## src/include/cfg_status_pkg.sv

```systemverilog
package cfg_status_pkg;

  // Configuration byte offsets.
  localparam logic [7:0] STATUS_LO_OFS = 8'h06;
  localparam logic [7:0] STATUS_HI_OFS = 8'h07;
  localparam logic [7:0] REVISION_OFS = 8'h08;
  localparam logic [7:0] PROG_IF_OFS = 8'h09;
  localparam logic [7:0] SUBCLASS_OFS = 8'h0a;
  localparam logic [7:0] BASECLASS_OFS = 8'h0b;
  localparam logic [7:0] STATUS_DWORD_OFS = 8'h04;
  localparam logic [7:0] CLASS_DWORD_OFS = 8'h08;
  localparam logic [7:0] COMMAND_LO_OFS = 8'h04;
  localparam logic [7:0] COMMAND_HI_OFS = 8'h05;

  // Status bit positions.
  localparam int PARITY_ERROR_DETECTED_BIT = 15;
  localparam int SYSTEM_ERROR_SIGNALED_BIT = 14;
  localparam int MASTER_ABORT_FLAG_BIT = 13;
  localparam int TARGET_ABORT_RECEIVED_BIT = 12;
  localparam int TARGET_ABORT_SIGNALED_BIT = 11;
  localparam int DATA_PARITY_ERROR_REPORTED_BIT = 8;
  localparam int FLAG_COUNT = 6;

  // Command bit positions for the two enables.
  localparam int PARITY_ERROR_RESPONSE_ENABLE_BIT = 6;
  localparam int SYSTEM_ERROR_ENABLE_BIT = 8;

  // Fixed status content: devsel timing 01, back-to-back capable 1, others 0.
  localparam logic [1:0] DEVSEL_TIMING_CODE = 2'h1;
  localparam logic [15:0] STATUS_FIXED = 16'h0280;
  localparam logic [15:0] STATUS_RESET = 16'h0280;
  localparam logic [7:0] PROG_IF_VALUE = 8'h00;
  localparam logic [7:0] SUBCLASS_VALUE = 8'h01;
  localparam logic [7:0] BASECLASS_VALUE = 8'h06;

endpackage : cfg_status_pkg

```

## src/hw/error_flag.sv

```systemverilog
`timescale 1ns/1ps
// One write-one-to-clear sticky flag; a set in the clearing cycle wins.
module error_flag (
  input wire logic CLK_SYS,
  input wire logic RSTN,
  input wire logic set_pulse,
  input wire logic clear_pulse,
  output logic flag
);
  always_ff @(posedge CLK_SYS or negedge RSTN) begin
    if (!RSTN) begin
      flag <= 1'b0;
    end else if (set_pulse) begin
      flag <= 1'b1;
    end else if (clear_pulse) begin
      flag <= 1'b0;
    end
  end
endmodule : error_flag

```

## src/hw/cfg_status_regs.sv

```systemverilog
`timescale 1ns/1ps
//////////////////////////////////////////////////////////////////////////////
// Operation
// - Parity error pin activity sets bit 15, regardless of parity response enable.
// - Error flags stay set until software writes 1 to that bit.
// - Bit 14 sets when system error enabled and this function asserts system error.
// - Bit 13 sets on master abort of cycles run for LPC masters or DMA.
// - Bit 12 sets when a target aborts a cycle started for LPC master or DMA.
// - Bit 11 sets when we signal target abort on a claimed cycle.
// - Bits 10:9 are read-only and read 01, medium devsel timing.
// - Bit 8 sets when initiator, parity error seen or driven, and response enabled.
// - Bit 7 reads 1: target accepts fast back-to-back transactions.
// - Bits 6 and 5 read 0; bits 4:0 reserved, read 0.
// - Status register at offset 06h-07h reads 0280h after reset.
// - Read-only revision byte sits at offset 08h, value set per stepping.
// - Programming interface byte at 09h reads 00h.
// - Sub-class byte at 0Ah reads 01h.
// - Base-class byte at 0Bh reads 06h.
// - Parity error response enable, command bit 6, gates parity error action.
// - System error enable, command bit 8, gates system error assertion.
//////////////////////////////////////////////////////////////////////////////
// Configuration access is a dword port: CFG_OFS selects a dword (low two bits
// ignored), byte enables qualify writes. Read data is registered one cycle
// after CFG_RD. Event inputs are single-cycle pulses from logic on this clock.
module cfg_status_regs
  import cfg_status_pkg::*;
#(
  parameter logic [7:0] REVISION_VALUE = 8'h00
) (
  input wire logic CLK_SYS,
  input wire logic RSTN,
  input wire logic CFG_RD,
  input wire logic CFG_WR,
  input wire logic [7:0] CFG_OFS,
  input wire logic [3:0] CFG_BE,
  input wire logic [31:0] CFG_WDATA,
  input wire logic PARITY_ERROR_SEEN,
  input wire logic SYSTEM_ERROR_REQ,
  input wire logic MASTER_ABORT_EVT,
  input wire logic TARGET_ABORT_RX_EVT,
  input wire logic TARGET_ABORT_TX_EVT,
  input wire logic INITIATOR_PARITY_EVT,
  output logic [31:0] CFG_RDATA,
  output logic CFG_RVALID,
  output logic PARITY_ERROR_RESPONSE_ENABLE,
  output logic SYSTEM_ERROR_ENABLE,
  output logic SYSTEM_ERROR_OUT
);

  logic per_reg;
  logic system_error_enable_reg;
  logic [FLAG_COUNT-1:0] set_vec;
  logic [FLAG_COUNT-1:0] clr_vec;
  logic [FLAG_COUNT-1:0] flag_vec;
  logic [15:0] status_word;
  logic [31:0] rdata_next;
  logic wr_status_hi;
  logic wr_status_lo;
  logic wr_cmd_lo;
  logic wr_cmd_hi;

  function automatic logic hit(input logic [7:0] ofs, input logic [7:0] dword);
    hit = (ofs[7:2] == dword[7:2]);
  endfunction : hit

  //////////////////////////////////////////////////////////////////////////////
  // Write decode. Only the enables and the clear-on-one flags are writable.
  always_comb begin
    wr_cmd_lo = 1'b0;
    wr_cmd_hi = 1'b0;
    wr_status_lo = 1'b0;
    wr_status_hi = 1'b0;
    if (CFG_WR && hit(CFG_OFS, STATUS_DWORD_OFS)) begin
      wr_cmd_lo = CFG_BE[COMMAND_LO_OFS[1:0]];
      wr_cmd_hi = CFG_BE[COMMAND_HI_OFS[1:0]];
      wr_status_lo = CFG_BE[STATUS_LO_OFS[1:0]];
      wr_status_hi = CFG_BE[STATUS_HI_OFS[1:0]];
    end
  end

  always_ff @(posedge CLK_SYS or negedge RSTN) begin
    if (!RSTN) begin
      per_reg <= 1'b0;
    end else if (wr_cmd_lo) begin
      per_reg <= CFG_WDATA[PARITY_ERROR_RESPONSE_ENABLE_BIT];
    end
  end

  always_ff @(posedge CLK_SYS or negedge RSTN) begin
    if (!RSTN) begin
      system_error_enable_reg <= 1'b0;
    end else if (wr_cmd_hi) begin
      system_error_enable_reg <= CFG_WDATA[SYSTEM_ERROR_ENABLE_BIT];
    end
  end

  // The enables move only on a write that carries their byte lane.
  per_load_a: assert property (@(posedge CLK_SYS) disable iff (!RSTN)
    wr_cmd_lo |=> per_reg == $past(CFG_WDATA[PARITY_ERROR_RESPONSE_ENABLE_BIT])
  ) else $error("parity response enable not loaded");

  per_hold_a: assert property (@(posedge CLK_SYS) disable iff (!RSTN)
    !wr_cmd_lo |=> per_reg == $past(per_reg)
  ) else $error("parity response enable moved without a write");

  serr_load_a: assert property (@(posedge CLK_SYS) disable iff (!RSTN)
    wr_cmd_hi |=> system_error_enable_reg == $past(CFG_WDATA[SYSTEM_ERROR_ENABLE_BIT])
  ) else $error("system error enable not loaded");

  serr_hold_a: assert property (@(posedge CLK_SYS) disable iff (!RSTN)
    !wr_cmd_hi |=> system_error_enable_reg == $past(system_error_enable_reg)
  ) else $error("system error enable moved without a write");

  //////////////////////////////////////////////////////////////////////////////
  // Event sources. Flag order: 15,14,13,12,11,8 map to vector 5..0.
  always_comb begin
    set_vec[5] = PARITY_ERROR_SEEN;
    set_vec[4] = SYSTEM_ERROR_REQ && system_error_enable_reg;
    set_vec[3] = MASTER_ABORT_EVT;
    set_vec[2] = TARGET_ABORT_RX_EVT;
    set_vec[1] = TARGET_ABORT_TX_EVT;
    set_vec[0] = INITIATOR_PARITY_EVT && per_reg;
    // Status dword writes land in the upper half of the data word.
    clr_vec[5] = wr_status_hi && CFG_WDATA[16 + PARITY_ERROR_DETECTED_BIT];
    clr_vec[4] = wr_status_hi && CFG_WDATA[16 + SYSTEM_ERROR_SIGNALED_BIT];
    clr_vec[3] = wr_status_hi && CFG_WDATA[16 + MASTER_ABORT_FLAG_BIT];
    clr_vec[2] = wr_status_hi && CFG_WDATA[16 + TARGET_ABORT_RECEIVED_BIT];
    clr_vec[1] = wr_status_hi && CFG_WDATA[16 + TARGET_ABORT_SIGNALED_BIT];
    clr_vec[0] = wr_status_hi && CFG_WDATA[16 + DATA_PARITY_ERROR_REPORTED_BIT];
  end

  // Byte lane 2 holds only read-only status bits, so it must never clear a flag.
  lane_two_inert_a: assert property (@(posedge CLK_SYS) disable iff (!RSTN)
    (wr_status_lo && !wr_status_hi) |=> ($past(flag_vec) & ~flag_vec) == '0
  ) else $error("status low lane cleared a flag");

  parity_ungated_a: assert property (@(posedge CLK_SYS) disable iff (!RSTN)
    (PARITY_ERROR_SEEN && !per_reg) |=> flag_vec[5]
  ) else $error("parity flag gated by response enable");

  data_parity_error_reported_masked_a: assert property (@(posedge CLK_SYS) disable iff (!RSTN)
    (INITIATOR_PARITY_EVT && !per_reg && !flag_vec[0]) |=> !flag_vec[0]
  ) else $error("data parity flag set while response disabled");

  data_parity_error_reported_set_a: assert property (@(posedge CLK_SYS) disable iff (!RSTN)
    (INITIATOR_PARITY_EVT && per_reg) |=> flag_vec[0]
  ) else $error("data parity flag missed");

  sse_set_a: assert property (@(posedge CLK_SYS) disable iff (!RSTN)
    (SYSTEM_ERROR_REQ && system_error_enable_reg) |=> flag_vec[4]
  ) else $error("system error flag missed");

  genvar g;
  generate
    for (g = 0; g < FLAG_COUNT; g++) begin : flag_gen
      error_flag u_flag (
        .CLK_SYS(CLK_SYS),
        .RSTN(RSTN),
        .set_pulse(set_vec[g]),
        .clear_pulse(clr_vec[g]),
        .flag(flag_vec[g])
      );

      flag_set_a: assert property (@(posedge CLK_SYS) disable iff (!RSTN)
        set_vec[g] |=> flag_vec[g]
      ) else $error("flag event lost");

      flag_clear_a: assert property (@(posedge CLK_SYS) disable iff (!RSTN)
        (clr_vec[g] && !set_vec[g]) |=> !flag_vec[g]
      ) else $error("flag not cleared");

      flag_keep_a: assert property (@(posedge CLK_SYS) disable iff (!RSTN)
        (flag_vec[g] && !clr_vec[g]) |=> flag_vec[g]
      ) else $error("flag dropped without a clear");

      flag_quiet_a: assert property (@(posedge CLK_SYS) disable iff (!RSTN)
        (!flag_vec[g] && !set_vec[g]) |=> !flag_vec[g]
      ) else $error("flag set without an event");
    end
  endgenerate

  //////////////////////////////////////////////////////////////////////////////
  // Status assembly: fixed bits come from the constant, flags are OR-ed in.
  always_comb begin
    status_word = STATUS_FIXED;
    status_word[PARITY_ERROR_DETECTED_BIT] = flag_vec[5];
    status_word[SYSTEM_ERROR_SIGNALED_BIT] = flag_vec[4];
    status_word[MASTER_ABORT_FLAG_BIT] = flag_vec[3];
    status_word[TARGET_ABORT_RECEIVED_BIT] = flag_vec[2];
    status_word[TARGET_ABORT_SIGNALED_BIT] = flag_vec[1];
    status_word[DATA_PARITY_ERROR_REPORTED_BIT] = flag_vec[0];
  end

  reset_status_a: assert property (@(posedge CLK_SYS) disable iff (!RSTN)
    $rose(RSTN) |-> status_word == STATUS_RESET
  ) else $error("status not at reset value");

  // Unmapped dwords read as zero; the command word shows only its two enables.
  always_comb begin
    rdata_next = 32'h0;
    if (hit(CFG_OFS, STATUS_DWORD_OFS)) begin
      rdata_next[31:16] = status_word;
      rdata_next[PARITY_ERROR_RESPONSE_ENABLE_BIT] = per_reg;
      rdata_next[SYSTEM_ERROR_ENABLE_BIT] = system_error_enable_reg;
    end else if (hit(CFG_OFS, CLASS_DWORD_OFS)) begin
      rdata_next = {BASECLASS_VALUE, SUBCLASS_VALUE, PROG_IF_VALUE, REVISION_VALUE};
    end
  end

  // Read data holds between reads, so a slow host may still pick it up late.
  always_ff @(posedge CLK_SYS or negedge RSTN) begin
    if (!RSTN) begin
      CFG_RDATA <= 32'h0;
    end else if (CFG_RD) begin
      CFG_RDATA <= rdata_next;
    end
  end

  always_ff @(posedge CLK_SYS or negedge RSTN) begin
    if (!RSTN) begin
      CFG_RVALID <= 1'b0;
    end else begin
      CFG_RVALID <= CFG_RD;
    end
  end

  status_read_a: assert property (@(posedge CLK_SYS) disable iff (!RSTN)
    (CFG_RD && hit(CFG_OFS, STATUS_DWORD_OFS)) |=> CFG_RDATA[31:16] == $past(status_word)
  ) else $error("status read data");

  revision_read_a: assert property (@(posedge CLK_SYS) disable iff (!RSTN)
    (CFG_RD && hit(CFG_OFS, CLASS_DWORD_OFS)) |=> CFG_RDATA[7:0] == REVISION_VALUE
  ) else $error("revision read data");

  prog_if_read_a: assert property (@(posedge CLK_SYS) disable iff (!RSTN)
    (CFG_RD && hit(CFG_OFS, CLASS_DWORD_OFS)) |=> CFG_RDATA[15:8] == PROG_IF_VALUE
  ) else $error("programming interface read data");

  base_class_read_a: assert property (@(posedge CLK_SYS) disable iff (!RSTN)
    (CFG_RD && hit(CFG_OFS, CLASS_DWORD_OFS)) |=> CFG_RDATA[31:24] == BASECLASS_VALUE
  ) else $error("base class read data");

  unmapped_read_a: assert property (@(posedge CLK_SYS) disable iff (!RSTN)
    (CFG_RD && !hit(CFG_OFS, STATUS_DWORD_OFS) && !hit(CFG_OFS, CLASS_DWORD_OFS)) |=> CFG_RDATA == 32'h0
  ) else $error("unmapped read not zero");

  // System error pin is a registered pulse, suppressed while disabled.
  always_ff @(posedge CLK_SYS or negedge RSTN) begin
    if (!RSTN) begin
      SYSTEM_ERROR_OUT <= 1'b0;
    end else begin
      SYSTEM_ERROR_OUT <= set_vec[4];
    end
  end

  // The enable outputs are registered copies and trail the command word by one cycle.
  always_ff @(posedge CLK_SYS or negedge RSTN) begin
    if (!RSTN) begin
      PARITY_ERROR_RESPONSE_ENABLE <= 1'b0;
    end else begin
      PARITY_ERROR_RESPONSE_ENABLE <= per_reg;
    end
  end

  always_ff @(posedge CLK_SYS or negedge RSTN) begin
    if (!RSTN) begin
      SYSTEM_ERROR_ENABLE <= 1'b0;
    end else begin
      SYSTEM_ERROR_ENABLE <= system_error_enable_reg;
    end
  end

  serr_pulse_a: assert property (@(posedge CLK_SYS) disable iff (!RSTN)
    1'b1 |=> SYSTEM_ERROR_OUT == $past(set_vec[4])
  ) else $error("system error pulse wrong");

  serr_quiet_a: assert property (@(posedge CLK_SYS) disable iff (!RSTN)
    !system_error_enable_reg |=> !SYSTEM_ERROR_OUT
  ) else $error("system error while disabled");

  enable_copy_a: assert property (@(posedge CLK_SYS) disable iff (!RSTN)
    1'b1 |=> PARITY_ERROR_RESPONSE_ENABLE == $past(per_reg) && SYSTEM_ERROR_ENABLE == $past(system_error_enable_reg)
  ) else $error("enable outputs do not follow the command word");

  //////////////////////////////////////////////////////////////////////////////
  dpe_sticky_a: assert property (@(posedge CLK_SYS) disable iff (!RSTN)
    PARITY_ERROR_SEEN |=> flag_vec[5]) else $error("parity flag not set");
  hold_flag_a: assert property (@(posedge CLK_SYS) disable iff (!RSTN)
    (flag_vec[3] && !clr_vec[3]) |=> flag_vec[3]) else $error("flag lost");
  sse_gate_a: assert property (@(posedge CLK_SYS) disable iff (!RSTN)
    (!flag_vec[4] && !(SYSTEM_ERROR_REQ && system_error_enable_reg)) |=> !flag_vec[4]) else $error("sse spurious");
  rma_set_a: assert property (@(posedge CLK_SYS) disable iff (!RSTN)
    MASTER_ABORT_EVT |=> flag_vec[3]) else $error("master abort missed");
  rta_set_a: assert property (@(posedge CLK_SYS) disable iff (!RSTN)
    TARGET_ABORT_RX_EVT |=> flag_vec[2]) else $error("rx abort missed");
  sta_set_a: assert property (@(posedge CLK_SYS) disable iff (!RSTN)
    TARGET_ABORT_TX_EVT |=> flag_vec[1]) else $error("tx abort missed");
  fixed_bits_a: assert property (@(posedge CLK_SYS) disable iff (!RSTN)
    status_word[10:9] == DEVSEL_TIMING_CODE && status_word[7:0] == 8'h80) else $error("fixed bits");
  data_parity_error_reported_gate_a: assert property (@(posedge CLK_SYS) disable iff (!RSTN)
    (!flag_vec[0] && !(INITIATOR_PARITY_EVT && per_reg)) |=> !flag_vec[0]) else $error("data_parity_error_reported spurious");
  class_read_a: assert property (@(posedge CLK_SYS) disable iff (!RSTN)
    (CFG_RD && hit(CFG_OFS, CLASS_DWORD_OFS)) |=> CFG_RDATA[31:8] == 24'h060100) else $error("class");
  set_wins_a: assert property (@(posedge CLK_SYS) disable iff (!RSTN)
    (set_vec[1] && clr_vec[1]) |=> flag_vec[1]) else $error("set lost");

endmodule : cfg_status_regs

```

## config.mk

```make
export PLATFORM = sky130hd
export DESIGN_NAME = cfg_status_regs
export DESIGN_NICKNAME = d
export VERILOG_FILES = /design/src/include/cfg_status_pkg.sv /design/src/hw/error_flag.sv /design/src/hw/cfg_status_regs.sv
export SDC_FILE = /design/constraint.sdc
export NUM_CORES = 1
export LEC_CHECK = 0
export BUFFER_PORTS_ARGS = -buffer_cell sky130_fd_sc_hd__buf_4
export CAP_MARGIN = 25
export CORE_MARGIN = 3
export CORE_UTILIZATION = 34
export CTS_CLUSTER_SIZE = 30
export DETAILED_ROUTE_END_ITERATION = 10
export PLACE_DENSITY = 0.75
export RECOVER_POWER = 50
export SETUP_SLACK_MARGIN = 0.3
export SLEW_MARGIN = 20
export SYNTH_ARGS = -nofsm -noshare
export SYNTH_HDL_FRONTEND = slang
export SYNTH_SLANG_ARGS = --single-unit
```

## constraint.sdc

```tcl
create_clock -name CLK_SYS -period 0.8 [get_ports CLK_SYS]
set_input_delay 0.12 -clock CLK_SYS [delete_from_list [all_inputs] [get_ports CLK_SYS]]
set_output_delay 0.12 -clock CLK_SYS [all_outputs]
set_load 0.1 [all_outputs]
```

# ---- Word level (Yosys, flattened, before mapping)
# Index checks and enable logic that the tools add are counted.
# Widths: inputs -> output; s select.
dict set report totals {
  regBits 44
  elab_cells 52
  out_inout_bits 36
  input_bits 54
}
dict set report classes {
  muxes 22
  n_reduce_logical 15
  eq_ne 2
}
# op n
set ops {}
lappend ops {{$mux 27} 1}
lappend ops {{$mux 1} 18}
lappend ops {{$mux 16} 1}
lappend ops {{$reduce_bool 2->1} 6}
lappend ops {{$logic_and 1x1->1} 9}
lappend ops {{$mux 7} 1}
lappend ops {{$eq 6x1->1 const B} 1}
lappend ops {{$eq 6x2->1 const B} 1}
lappend ops {{$mux 6} 1}

# ---- Longest topological paths before layout
# Gate-level depths: netlist (run 1).
dict set report logic_depth {
  word_depth 6
  depth_mapped 4
}

# ---- By module
# Synthesis (run 1) repeated with hierarchy kept, for this count alone.
dict set report unflattened {
  hier_cells 109
  hier_area_um2 1097.3
}
# mod cells_each seq_area_each_um2 area_each_um2 n_inst
set by_module_without_submodules {}
lappend by_module_without_submodules {cfg_status_regs 91 425.4 879.6 1}
lappend by_module_without_submodules {error_flag 3 25.0 36.3 6}

# ---- Worst setup path after synthesis (run 1)
# OpenSTA, ideal clock, no wires.
dict set report synth_timing {
  path_kind {reg2out}
  from {reg CFG_RDATA[26]}
  to {out CFG_RDATA[26]}
  slack_ns -0.660
  arrival_time_ns 1.340
  required_ns 0.680
  stages_incl_launch_ff 2
  cell_sequence {dfrtp_1 buf_4}
}
# element line
set synth_rtl {}
lappend synth_rtl {{start: declaration} cfg_status_regs.sv:43} ;# output logic [31:0] CFG_RDATA,
lappend synth_rtl {{start signal: assignment} cfg_status_regs.sv:215} ;# CFG_RDATA <= rdata_next;
# No word-level cell between the ends.

==> parameters.txt, run 1 <==
Parameter                              Value

Final layout
  Area added between synthesis and finish ... 79.8%
  Largest regs ... CFG_RDATA (11), flag_gen.u_flag.flag (6)
  NumNets Final ... approximately 230
  Sequential cell area ... approximately 630 µm²
  Final antenna diode count ... 0
  Largest Register ... CFG_RDATA
  Area occupied by multi-input gates ... about 430 µm²
  Max FFs per register ... 11
  Fill cell instance count of the final layout ... 212
  Share of final-layout standard cells stronger than drive strength 1 ... between 60% and 70%

STA
  Worst setup slack after layout ... -0.343 ns
  Slew of the pin with the lowest slew margin ... 0.559 ns
  Setup tns final ... -6.68 ns
  Clock tree skew after final layout ... around 0.001 ns
  Worst hold slack ... -0.226 ns
  Number of setup violations in the final report ... 34
  Minimum period implied by the final worst setup slack ... around 1.1 ns
  Final slew viol count ... 0
  Hold Vio Cnt, Final ... 26
  Achievable clock frequency ... around 0.88 GHz
  Part of the cycle the worst path needs ... 143%
  Worst slew margin ... ~63%
  Unrepaired setup endpoints after global routing ... yes

Drt
  Via-to-Cell Ratio ... roughly 4.4
  Highest routed layer ... met4
  Violation count after the first detailed-routing iteration ... 27
  Routed metal-1 wire length ... approximately 1100 µm
  DRT Wirelength ... around 3100 µm
  Mean routed wirelength per cell ... about 14 µm
  First-pass iteration count of the detailed router ... 5
  # DRC ... 0
  Wire length on met2 ... between 1500 and 2000 µm
  Met3 Routed Length ... between 150 and 200 µm
  Antenna violation net count after detailed routing ... 0
  Total via count in the routed design ... just under 1000

Synth
  Number of distinct library cells after synthesis ... 20
  Netlist area before placement ... 1100 µm²
  Synth area leaders ... dfrtp_1, buf_4, inv_1, o22ai_1, nand2_1
  Fraction of post-synthesis cell area in the top cell type by area ... a little over half
  Synthesized-area fraction occupied by xor and xnor cells ... 0%
  Dominant cell type by area after synthesis ... dfrtp_1
  Syn Inst Count ... approximately 110
  Post-synthesis share of cell area spent on full adders, half adders and majority gates ... 0%
  Compound-Gate Fraction of Synth Area ... roughly a tenth
  Part of the Yosys area used for sequential elements ... between 50% and 60%
  Post-synthesis share of cell area spent on and, or, nand and nor gates ... 13.8%
  Synth Warn # ... 0
  Mux cell area share after synthesis ... just over 2%
  Dominant combinational cell family by area after synthesis ... buffers and inverters
  Average instance area after synthesis ... between 9 and 10 µm²
  FF+latch count, synth ... 23

Power
  Total leakage power ... between 0.8 and 0.9 nW
  Power density normalized to cell area ... 1430 nW/µm²
  Maximum ir drop on the vdd rail ... approximately 700 µV

Clock network
  Worst skew pair latency ... slightly above 0.3 ns
  # H-tree levels ... 1
  Clock slew seen by the registers of the worst setup and hold paths ... between 0.1 and 0.15 ns
  Clk buf depth ... 2
  Clock Tree Root ... clkbuf_4
  Clock tree from TritonCTS ... yes
  CTS sink count ... 23
  TritonCTS Buffers ... 3

Setup path
  Critical path capture point type ... output port
  Path length in cells of the critical path ... 1
  List of cells traversed by the critical path ... buf_8
  Endpoint arrival time on the critical path ... around 1.0 ns
  Category of the most critical setup path ... register to output port
  Required time at the endpoint of the critical path ... approximately 0.7 ns
  Cell class contributing the biggest share of worst-path delay ... flip-flops
  Critical path's slowest cell ... dfrtp_4
  Critical Path Start Type ... register
  Critical Path Start ... CFG_RDATA[26]
  Cell count of the worst reg-to-reg path ... 4
  Peak fanout along the critical path ... 3
  Startpoint of the most critical register-to-register path ... CFG_RDATA[6]
  Largest stage delay on the critical path ... 0.53 ns
  Critical path buffer and inverter count ... 1

Die
  Effective utilization at floorplan ... between 30% and 40%
  Floorplan row count ... 20
  Die Width ... 62.8 µm
  Chip Height ... ~63 µm
  I/O Pins ... 90
  Core outline area ... 3080 µm²
  DIE AREA ... between 3000 and 4000 µm²

Global route
  Wire length of the first global-routing pass ... 4620 µm
  Number of antenna violations at the first check in global routing ... 0
  Maximum number of pins on one net before global-route repair ... 24
  GRT Resource Usage Total ... between 15 and 20%
  Vias in the first global route ... 960
  Remaining global-route overflow ... 0

Status
  Result of the run ... finished with violations
  Violated checks ... negative hold slack, negative setup slack

Placement
  Post-placement setup slack ... -0.431 ns
  Weighted congestion at the end of routability-driven global placement ... just over 0.8
  Number of input and output port buffers inserted ... 42
  HPWL after detailed placement ... about 1800 µm

Run
  Number of maximum-capacitance violations ... 0

Min path
  Hold Crit Class ... primary input to async pin
## layout make-up
type	instances	share of cell area, %
tap	44	2.79
sequential	23	32.0
clock buffer	4	1.33
inverter	17	3.36
timing repair buffer	66	38.9
multi-input combinational	67	21.6
## synthesized netlist by cell type (all sizes together)
cell and number:
o211ai 1, a31oi 5, o22ai 8, nor2 6, mux2 2, nand3 2, o31ai 1, dfrtp 23
buf 21, nor4 1, clkbuf 2, nand2 12, nand4b 1, conb 1, nor2b 2, inv 17
nand4 2, o21ai 3, or4 1
## power by group
group          internal (mW)  leakage, nW  switching, mW
combinational          0.277        0.623          0.725
sequential              1.24        0.261         0.0522
clock                  0.195       0.0150          0.343
total                   1.71        0.899           1.12
## worst register-to-register path, cell delays in order, from the launching register on
cell and delay, ns:
dfrtp_4 0.52, buf_6 0.13, buf_6 0.10, inv_2 0.04, o22ai_2 0.07
## worst paths after layout
path,endpoint,slack (ns)
max in group asynchronous,CFG_RDATA[24],0.61
min in group CLK_SYS,flag_gen[5].u_flag.flag,-0.02
max,CFG_RDATA[16],-0.34
min,CFG_RVALID,-0.23
min reg2reg,flag_gen[0].u_flag.flag,0.53
max reg2reg,CFG_RDATA[6],-0.17
## layout by cell type (no fill, tap or decap), types with 3 or more instances in the layout
cell,synthesis,layout
nand2_1,12,10
dfrtp_1,23,8
clkbuf_4,0,3
o22ai_2,0,5
o22ai_1,8,3
buf_12,0,14
nor2_1,5,5
dfrtp_4,0,15
buf_6,0,23
buf_4,21,26
conb_1,1,20
inv_2,0,11
inv_1,17,5
a31oi_1,5,5
## cell families after synthesis
| family | after synthesis |
|---|---|
| other | 1 |
| AND/OR/NAND/NOR | 27 |
| buffers and inverters | 40 |
| multiplexers | 2 |
| AO/OA/AOI/OAI | 18 |
| flip-flops | 23 |
## metal layers
| metal | GRT usage, % | vias to the layer above |
|---|---|---|
| met1 | 16.4 | 451 |
| li1 | - | 456 |
| met2 | 28.6 | 50 |
| met4 | 6.89 | 0 |
| met3 | 1.62 | 8 |
| met5 | 0 | - |
## metrics by stage
stage	cells	area (µm²)	util [%]	power, mW
2_1_floorplan	130	1230	-	2.05
3_3_place_gp	198	1470	47.8	2.17
3_5_place_dp	198	1470	47.8	2.18
4_1_cts	213	1850	60.2	2.80
5_1_grt	221	1980	64.2	2.94
6_report	221	1980	64.2	2.83
## timing repair
item | in CTS | in global routing
setup buffers | 11 | 8
pin swaps | 2 | 3
endpoints found under the setup margin | 38 | 38
endpoints found under the hold margin | 26 | 28
gates resized for setup | 66 | 17
No activity file was read; power rests on OpenSTA's default activity.
==> run 2: changes to the inputs <==
Settings changed: TNS_END_PERCENT set to 10.
==> run 2 against run 1 <==
- the run still ends with negative hold slack, negative setup slack left
- die area stayed put
- global-route usage is 2.6 points lower
- worst hold slack improved by 0.0067 ns
- setup slack better by 0.014 ns
- first-iteration DRC count is 44% higher
- register-to-register slack improved by 0.12 ns
- via count shrank 9.4%
- combinational power is 6% lower
- critical path type unchanged
- largest power group unchanged
- highest routed layer unchanged
==> parameters.txt, run 2 (same netlist as run 1, synthesis figures left out) <==
Parameter                              Value

STA
  Slew of the pin with the lowest slew margin ... 0.552 ns (-0.00735 ns)
  Worst hold slack ... -0.219 ns (+0.00674 ns)
  Final slew viol count ... 0 (unchanged)
  Unrepaired setup endpoints after global routing ... yes
  Part of the cycle the worst path needs ... 141% (-1.7 points)
  Minimum period implied by the final worst setup slack ... 1.13 ns (-0.0138 ns)
  Worst setup slack after layout ... -0.329 ns (+0.0138 ns)
  Number of setup violations in the final report ... 25 (-26%)
  Clock tree skew after final layout ... 0.00238 ns (+0.00139 ns)
  Achievable clock frequency ... 0.886 GHz (+1.2%)
  Hold Vio Cnt, Final ... 25 (-3.8%)
  Worst slew margin ... 63.2% (+0.49 points)

Global route
  Wire length of the first global-routing pass ... 3830 µm (-17%)
  Vias in the first global route ... 848 (-12%)
  GRT Resource Usage Total ... 12.4% (-2.6 points)
  Maximum number of pins on one net before global-route repair ... 24 (unchanged)
  Number of antenna violations at the first check in global routing ... 0 (unchanged)
  Remaining global-route overflow ... 0 (unchanged)

Final layout
  Final antenna diode count ... 0 (unchanged)
  NumNets Final ... 214 (-7.8%)
  Area added between synthesis and finish ... 52.3%
  Largest Register ... CFG_RDATA
  Final non-filler cell total ... 203 (-8.1%)
  Largest regs ... CFG_RDATA (11), flag_gen.u_flag.flag (6)
  Cell area after layout ... 1670 µm² (-15%)
  Max FFs per register ... 11 (unchanged)
  Share of final-layout standard cells stronger than drive strength 1 ... 45.9% (-17 points)
  Most common cell after layout, fill and taps aside ... buf_4
  Commonest non-fill, non-tap cells in the layout ... buf_4, conb_1, inv_1, dfrtp_1, buf_12

Placement
  Number of input and output port buffers inserted ... 42 (unchanged)
  Placed insts ... 198 (unchanged)
  HPWL after detailed placement ... 2000 µm (+11%)
  Instance area at placement ... 1440 µm² (-2.4%)
  Weighted congestion at the end of routability-driven global placement ... 0.754 (-7.4%)

Drt
  DRT Wirelength ... 2720 µm (-12%)
  Antenna violation net count after detailed routing ... 0 (unchanged)
  Violation count after the first detailed-routing iteration ... 39 (+44%)
  # DRC ... 0 (unchanged)
  First-pass iteration count of the detailed router ... 3 (-2)
  Mean routed wirelength per cell ... 13.4 µm (-3.9%)
  Via-to-Cell Ratio ... 4.31 (-1.4%)
  Total via count in the routed design ... 874 (-9.4%)

Clock network
  Clk buf depth ... 2 (unchanged)
  CTS sink count ... 23 (unchanged)
  Worst skew pair latency ... 0.30 ns (about the same)
  Clock slew seen by the registers of the worst setup and hold paths ... 0.12 ns (about the same)
  Clock tree from TritonCTS ... yes
  Clock Tree Root ... clkbuf_4
  TritonCTS Buffers ... 3 (unchanged)
  # H-tree levels ... 1 (unchanged)

Die
  Effective utilization at floorplan ... 35.7% (unchanged)
  Die Width ... 62.8 µm (unchanged)
  DIE AREA ... 3950 µm² (unchanged)
  Chip Height ... 62.8 µm (unchanged)
  I/O Pins ... 90 (unchanged)
  Floorplan row count ... 20 (unchanged)
  Core outline area ... 3080 µm² (unchanged)

Power
  Maximum ir drop on the vdd rail ... 672 µV (-3.7%)
  Total leakage power ... 0.776 nW (-14%)
  Power density normalized to cell area ... 1640 nW/µm² (+14%)

Status
  Violated checks ... negative hold slack, negative setup slack
  Result of the run ... finished with violations

Setup path
  Critical path's slowest cell ... dfrtp_4
  Slack of the worst reg-to-reg path ... -0.05 ns (+0.12 ns)
  Peak fanout along the critical path ... 3 (unchanged)
  Required time at the endpoint of the critical path ... 0.68 ns (about the same)
  Critical Path Start Type ... register
  Critical path capture point type ... output port
  Largest stage delay on the critical path ... 0.53 ns (about the same)
  List of cells traversed by the critical path ... buf_12
  Cell class contributing the biggest share of worst-path delay ... flip-flops
  Endpoint arrival time on the critical path ... 1.01 ns (about the same)
  Critical path buffer and inverter count ... 1 (unchanged)
  Category of the most critical setup path ... register to output port

Run
  Number of maximum-capacitance violations ... 0 (unchanged)

Min path
  Hold Crit Class ... primary input to async pin
## run 2: changes by cell type in the layout (fill, tap and decap cells not counted), sizes merged
cell	delta
buf	-18
clkbuf	-1
clkinv	+1
## run 2: stage by stage
step | setup TNS [ns] | hold slack [ns] | util, % | power, mW | setup slack [ns]
after floorplan | -4.35 | -0.176 | - | 2.03 | -0.263
after global placement | -5.76 | 0.0189 | 46.7 | 2.16 | -0.406
after detailed placement | -6.26 | 0.0232 | 46.7 | 2.17 | -0.447
after CTS | -4.45 | -0.310 | 51.5 | 2.71 | -0.321
after global routing | -5.08 | -0.195 | 54.3 | 2.83 | -0.360
final | -4.47 | -0.219 | 54.3 | 2.74 | -0.329
## run 2: final timing paths
path | start | end | cells past startpoint
max in group asynchronous | RSTN | CFG_RDATA[24] | 1
max | CFG_RDATA[26] | CFG_RDATA[16] | 1
min | RSTN | SYSTEM_ERROR_ENABLE | 1
max reg2reg | system_error_enable_reg | system_error_enable_reg | 1
min in group CLK_SYS | CFG_WDATA[28] | flag_gen[2].u_flag.flag | 2
min reg2reg | per_reg | PARITY_ERROR_RESPONSE_ENABLE | 1
## run 2: metal layers
| layer | GRT usage, % | up-vias | share of wire, % |
|---|---|---|---|
| met3 | 2.88 | 6 | 5.4 |
| met1 | 12.3 | 409 | 35 |
| met5 | 0 | - | 0 |
| li1 | - | 419 | - |
| met2 | 24.2 | 40 | 58 |
| met4 | 4.96 | 0 | 1.7 |
## run 2: repair_timing
action,CTS,global route
hold endpoints to repair,25,27
gates resized for setup,29,22
buffers inserted,1,0
setup endpoints to repair,38,38
cloned,0,0
pin swaps,11,2
## run 2: layout make-up
| cell class | instances | area (µm²) |
|---|---|---|
| clock buffer | 3 | 22.5 |
| clock inverter | 1 | 5.00 |
| fill | 240 | 1410 |
| inverter | 17 | 63.8 |
| multi-input combinational | 67 | 382 |
| sequential | 23 | 597 |
| tap | 44 | 55.1 |
| timing repair buffer | 48 | 548 |
## run 2: report_power, final
group,total (mW),switching (mW),internal [mW]
sequential,1.28,0.0517,1.23
clock,0.515,0.329,0.186
combinational,0.937,0.707,0.230
total,2.74,1.09,1.65
==> run 3: changes to the inputs <==
Settings changed: CORE_MARGIN 3 to unset, CORE_UTILIZATION 34 to 41, CTS_CLUSTER_DIAMETER set to 40, PLACE_DENSITY 0.75 to 0.84.
Clock period 0.8 ns to 1.37 ns, I/O delays scaled along.
==> run 3 against run 2 <==
- the run now ends clean
- sequential share of layout area is 5.4 points higher
- flip-flop and latch count stayed put
- worst hold slack better by 0.28 ns
- global-route usage is 4.8 points higher
- wire length is 18% lower
- die area is 27% lower
- non-clock buffer count is 4 lower
- critical path depth stayed put
- combinational power is 47% lower
- first-iteration DRC count is 41% lower
- core utilization is 2.3 points higher
- setup slack better by 0.48 ns
- critical endpoint unchanged
- largest cell class unchanged
- highest routed layer unchanged
==> parameters.txt, run 3 (same netlist as run 1, synthesis figures left out) <==
Parameter                              Value

Drt
  Antenna violation net count after detailed routing ... 0 (unchanged)
  Via-to-Cell Ratio ... 4.50 (+4.6%)
  First-pass iteration count of the detailed router ... 4 (+1)
  Violation count after the first detailed-routing iteration ... 23 (-41%)
  Total via count in the routed design ... 833 (-4.7%)
  # DRC ... 0 (unchanged)
  Mean routed wirelength per cell ... 12.1 µm (-10%)
  DRT Wirelength ... 2240 µm (-18%)

Final layout
  Largest regs ... CFG_RDATA (11), flag_gen.u_flag.flag (6)
  Most common cell after layout, fill and taps aside ... buf_4
  NumNets Final ... 210 (-1.9%)
  Max FFs per register ... 11 (unchanged)
  Largest Register ... CFG_RDATA
  Share of final-layout standard cells stronger than drive strength 1 ... 33.5% (-12 points)
  Area added between synthesis and finish ... 28.9%
  Final antenna diode count ... 0 (unchanged)
  Commonest non-fill, non-tap cells in the layout ... buf_4, dfrtp_1, conb_1, inv_1, nand2_1

Global route
  Number of antenna violations at the first check in global routing ... 0 (unchanged)
  Wire length of the first global-routing pass ... 3490 µm (-8.8%)
  Maximum number of pins on one net before global-route repair ... 24 (unchanged)
  Vias in the first global route ... 761 (-10%)
  Remaining global-route overflow ... 0 (unchanged)
  GRT Resource Usage Total ... 17.2% (+4.8 points)

Clock network
  Post-CTS setup-driven buffer insertion count ... 0 (-1)
  # H-tree levels ... 1 (unchanged)
  Clock slew seen by the registers of the worst setup and hold paths ... 0.12 ns (about the same)
  Clock tree from TritonCTS ... yes
  CTS sink count ... 23 (unchanged)
  Clock Tree Root ... clkbuf_4
  TritonCTS Buffers ... 3 (unchanged)
  Clk buf depth ... 2 (unchanged)
  Worst skew pair latency ... 0.30 ns (about the same)

Placement
  HPWL after detailed placement ... 1650 µm (-17%)
  Post-placement setup slack ... 0.0396 ns (+0.486 ns)
  Weighted congestion at the end of routability-driven global placement ... 0.792 (+5.0%)
  Number of input and output port buffers inserted ... 42 (unchanged)

Power
  Power density normalized to cell area ... 1090 nW/µm² (-33%)
  Total leakage power ... 0.708 nW (-8.8%)
  Maximum ir drop on the vdd rail ... 731 µV (+8.8%)

Die
  Effective utilization at floorplan ... 43.9% (+8.3 points)
  DIE AREA ... 2890 µm² (-27%)
  Floorplan row count ... 18 (-10%)
  Core outline area ... 2500 µm² (-19%)
  Chip Height ... 53.8 µm (-14%)
  I/O Pins ... 90 (unchanged)
  Die Width ... 53.8 µm (-14%)

STA
  Number of setup violations in the final report ... 0 (-100%)
  Minimum period implied by the final worst setup slack ... roughly 1.2 ns
  Slew of the pin with the lowest slew margin ... 0.891 ns (+0.340 ns)
  Setup tns final ... 0 ns (+4.47 ns)
  Clock tree skew after final layout ... 0.000687 ns (-0.00169 ns)
  Worst setup slack after layout ... 0.150 ns (+0.479 ns)
  Final slew viol count ... 0 (unchanged)
  Hold Vio Cnt, Final ... 0 (-100%)
  Achievable clock frequency ... around 0.8 GHz
  Unrepaired setup endpoints after global routing ... yes
  Part of the cycle the worst path needs ... about nine tenths
  Worst slew margin ... 40.6% (-23 points)

Setup path
  Required time at the endpoint of the critical path ... 1.16 ns (+0.48 ns)
  Cell class contributing the biggest share of worst-path delay ... flip-flops
  List of cells traversed by the critical path ... buf_8
  Slack of the worst reg-to-reg path ... 0.54 ns (+0.59 ns)
  Category of the most critical setup path ... register to output port
  Critical path's slowest cell ... dfrtp_4
  Critical Path Start Type ... register
  Critical path capture point type ... output port
  Critical path buffer and inverter count ... 1 (unchanged)
  Largest stage delay on the critical path ... 0.52 ns (about the same)
  Peak fanout along the critical path ... 3 (unchanged)
  Endpoint arrival time on the critical path ... 1.01 ns (about the same)

Status
  Result of the run ... finished, final reports clean

Run
  Number of maximum-capacitance violations ... 0 (unchanged)

Min path
  Hold Crit Class ... primary input to register
-- run 3: changes by cell type in the layout (fill, tap and decap cells not counted), moves of 6 or more --
cell and delta:
buf_12 -11, buf_4 +13, buf_6 -6, dfrtp_1 +8
dfrtp_2 -6
-- run 3: layer usage --
layer / wire (µm) / global-route usage, % / part of all wire, % / up-vias
li1: - / - / - / 414
met1: 923 / 20.8 / 41 / 381
met2: 1150 / 28.8 / 51 / 34
met3: 126 / 1.98 / 5.6 / 4
met4: 36 / 10.5 / 1.6 / 0
met5: 0 / 0 / 0 / -
-- run 3: timing repair --
action | 4_1_cts | 5_1_grt
hold buffers | 1 | 0
resized for setup | 2 | 2
setup endpoints to repair | 16 | 16
pin swaps | 0 | 0
endpoints found under the hold margin | 23 | 0
-- run 3: report_power, final --
part / internal, mW / total (mW) / switching (mW)
Sequential: 0.718 / 0.741 / 0.0228
Combinational: 0.0972 / 0.500 / 0.403
Clock: 0.114 / 0.302 / 0.188
-- run 3: area by class of cell --
cell class              count  area (µm²)
well taps                  30        37.5
inverters                  17        63.8
flip-flops and latches     23         582
repair buffers             44         342
multi-input cells          67         365
fillers                   220        1080
clock buffers               4        26.3
-- run 3: path summary, 6_finish.rpt --
path,start,end,depth (start not counted)
worst min-delay path,CFG_WDATA[28],flag_gen[2].u_flag.flag,2
max in group asynchronous,RSTN,CFG_RDATA[26],2
worst min register to register,system_error_enable_reg,SYSTEM_ERROR_ENABLE,0
worst max register to register,system_error_enable_reg,system_error_enable_reg,1
worst max-delay path,CFG_RDATA[26],CFG_RDATA[16],1
min in group asynchronous,RSTN,CFG_RDATA[26],2
-- run 3: through the flow --
step	util (%)	instances	hold WS, ns	instance area (µm²)	power [mW]
CTS	56.6	185	0.0532	1420	1.56
global placement	54.9	180	0.106	1370	1.25
detailed placement	54.9	180	0.110	1370	1.25
finish	56.7	185	0.0603	1420	1.54
global route	56.7	185	0.0555	1420	1.60
floorplan	-	130	-0.0901	1180	1.18
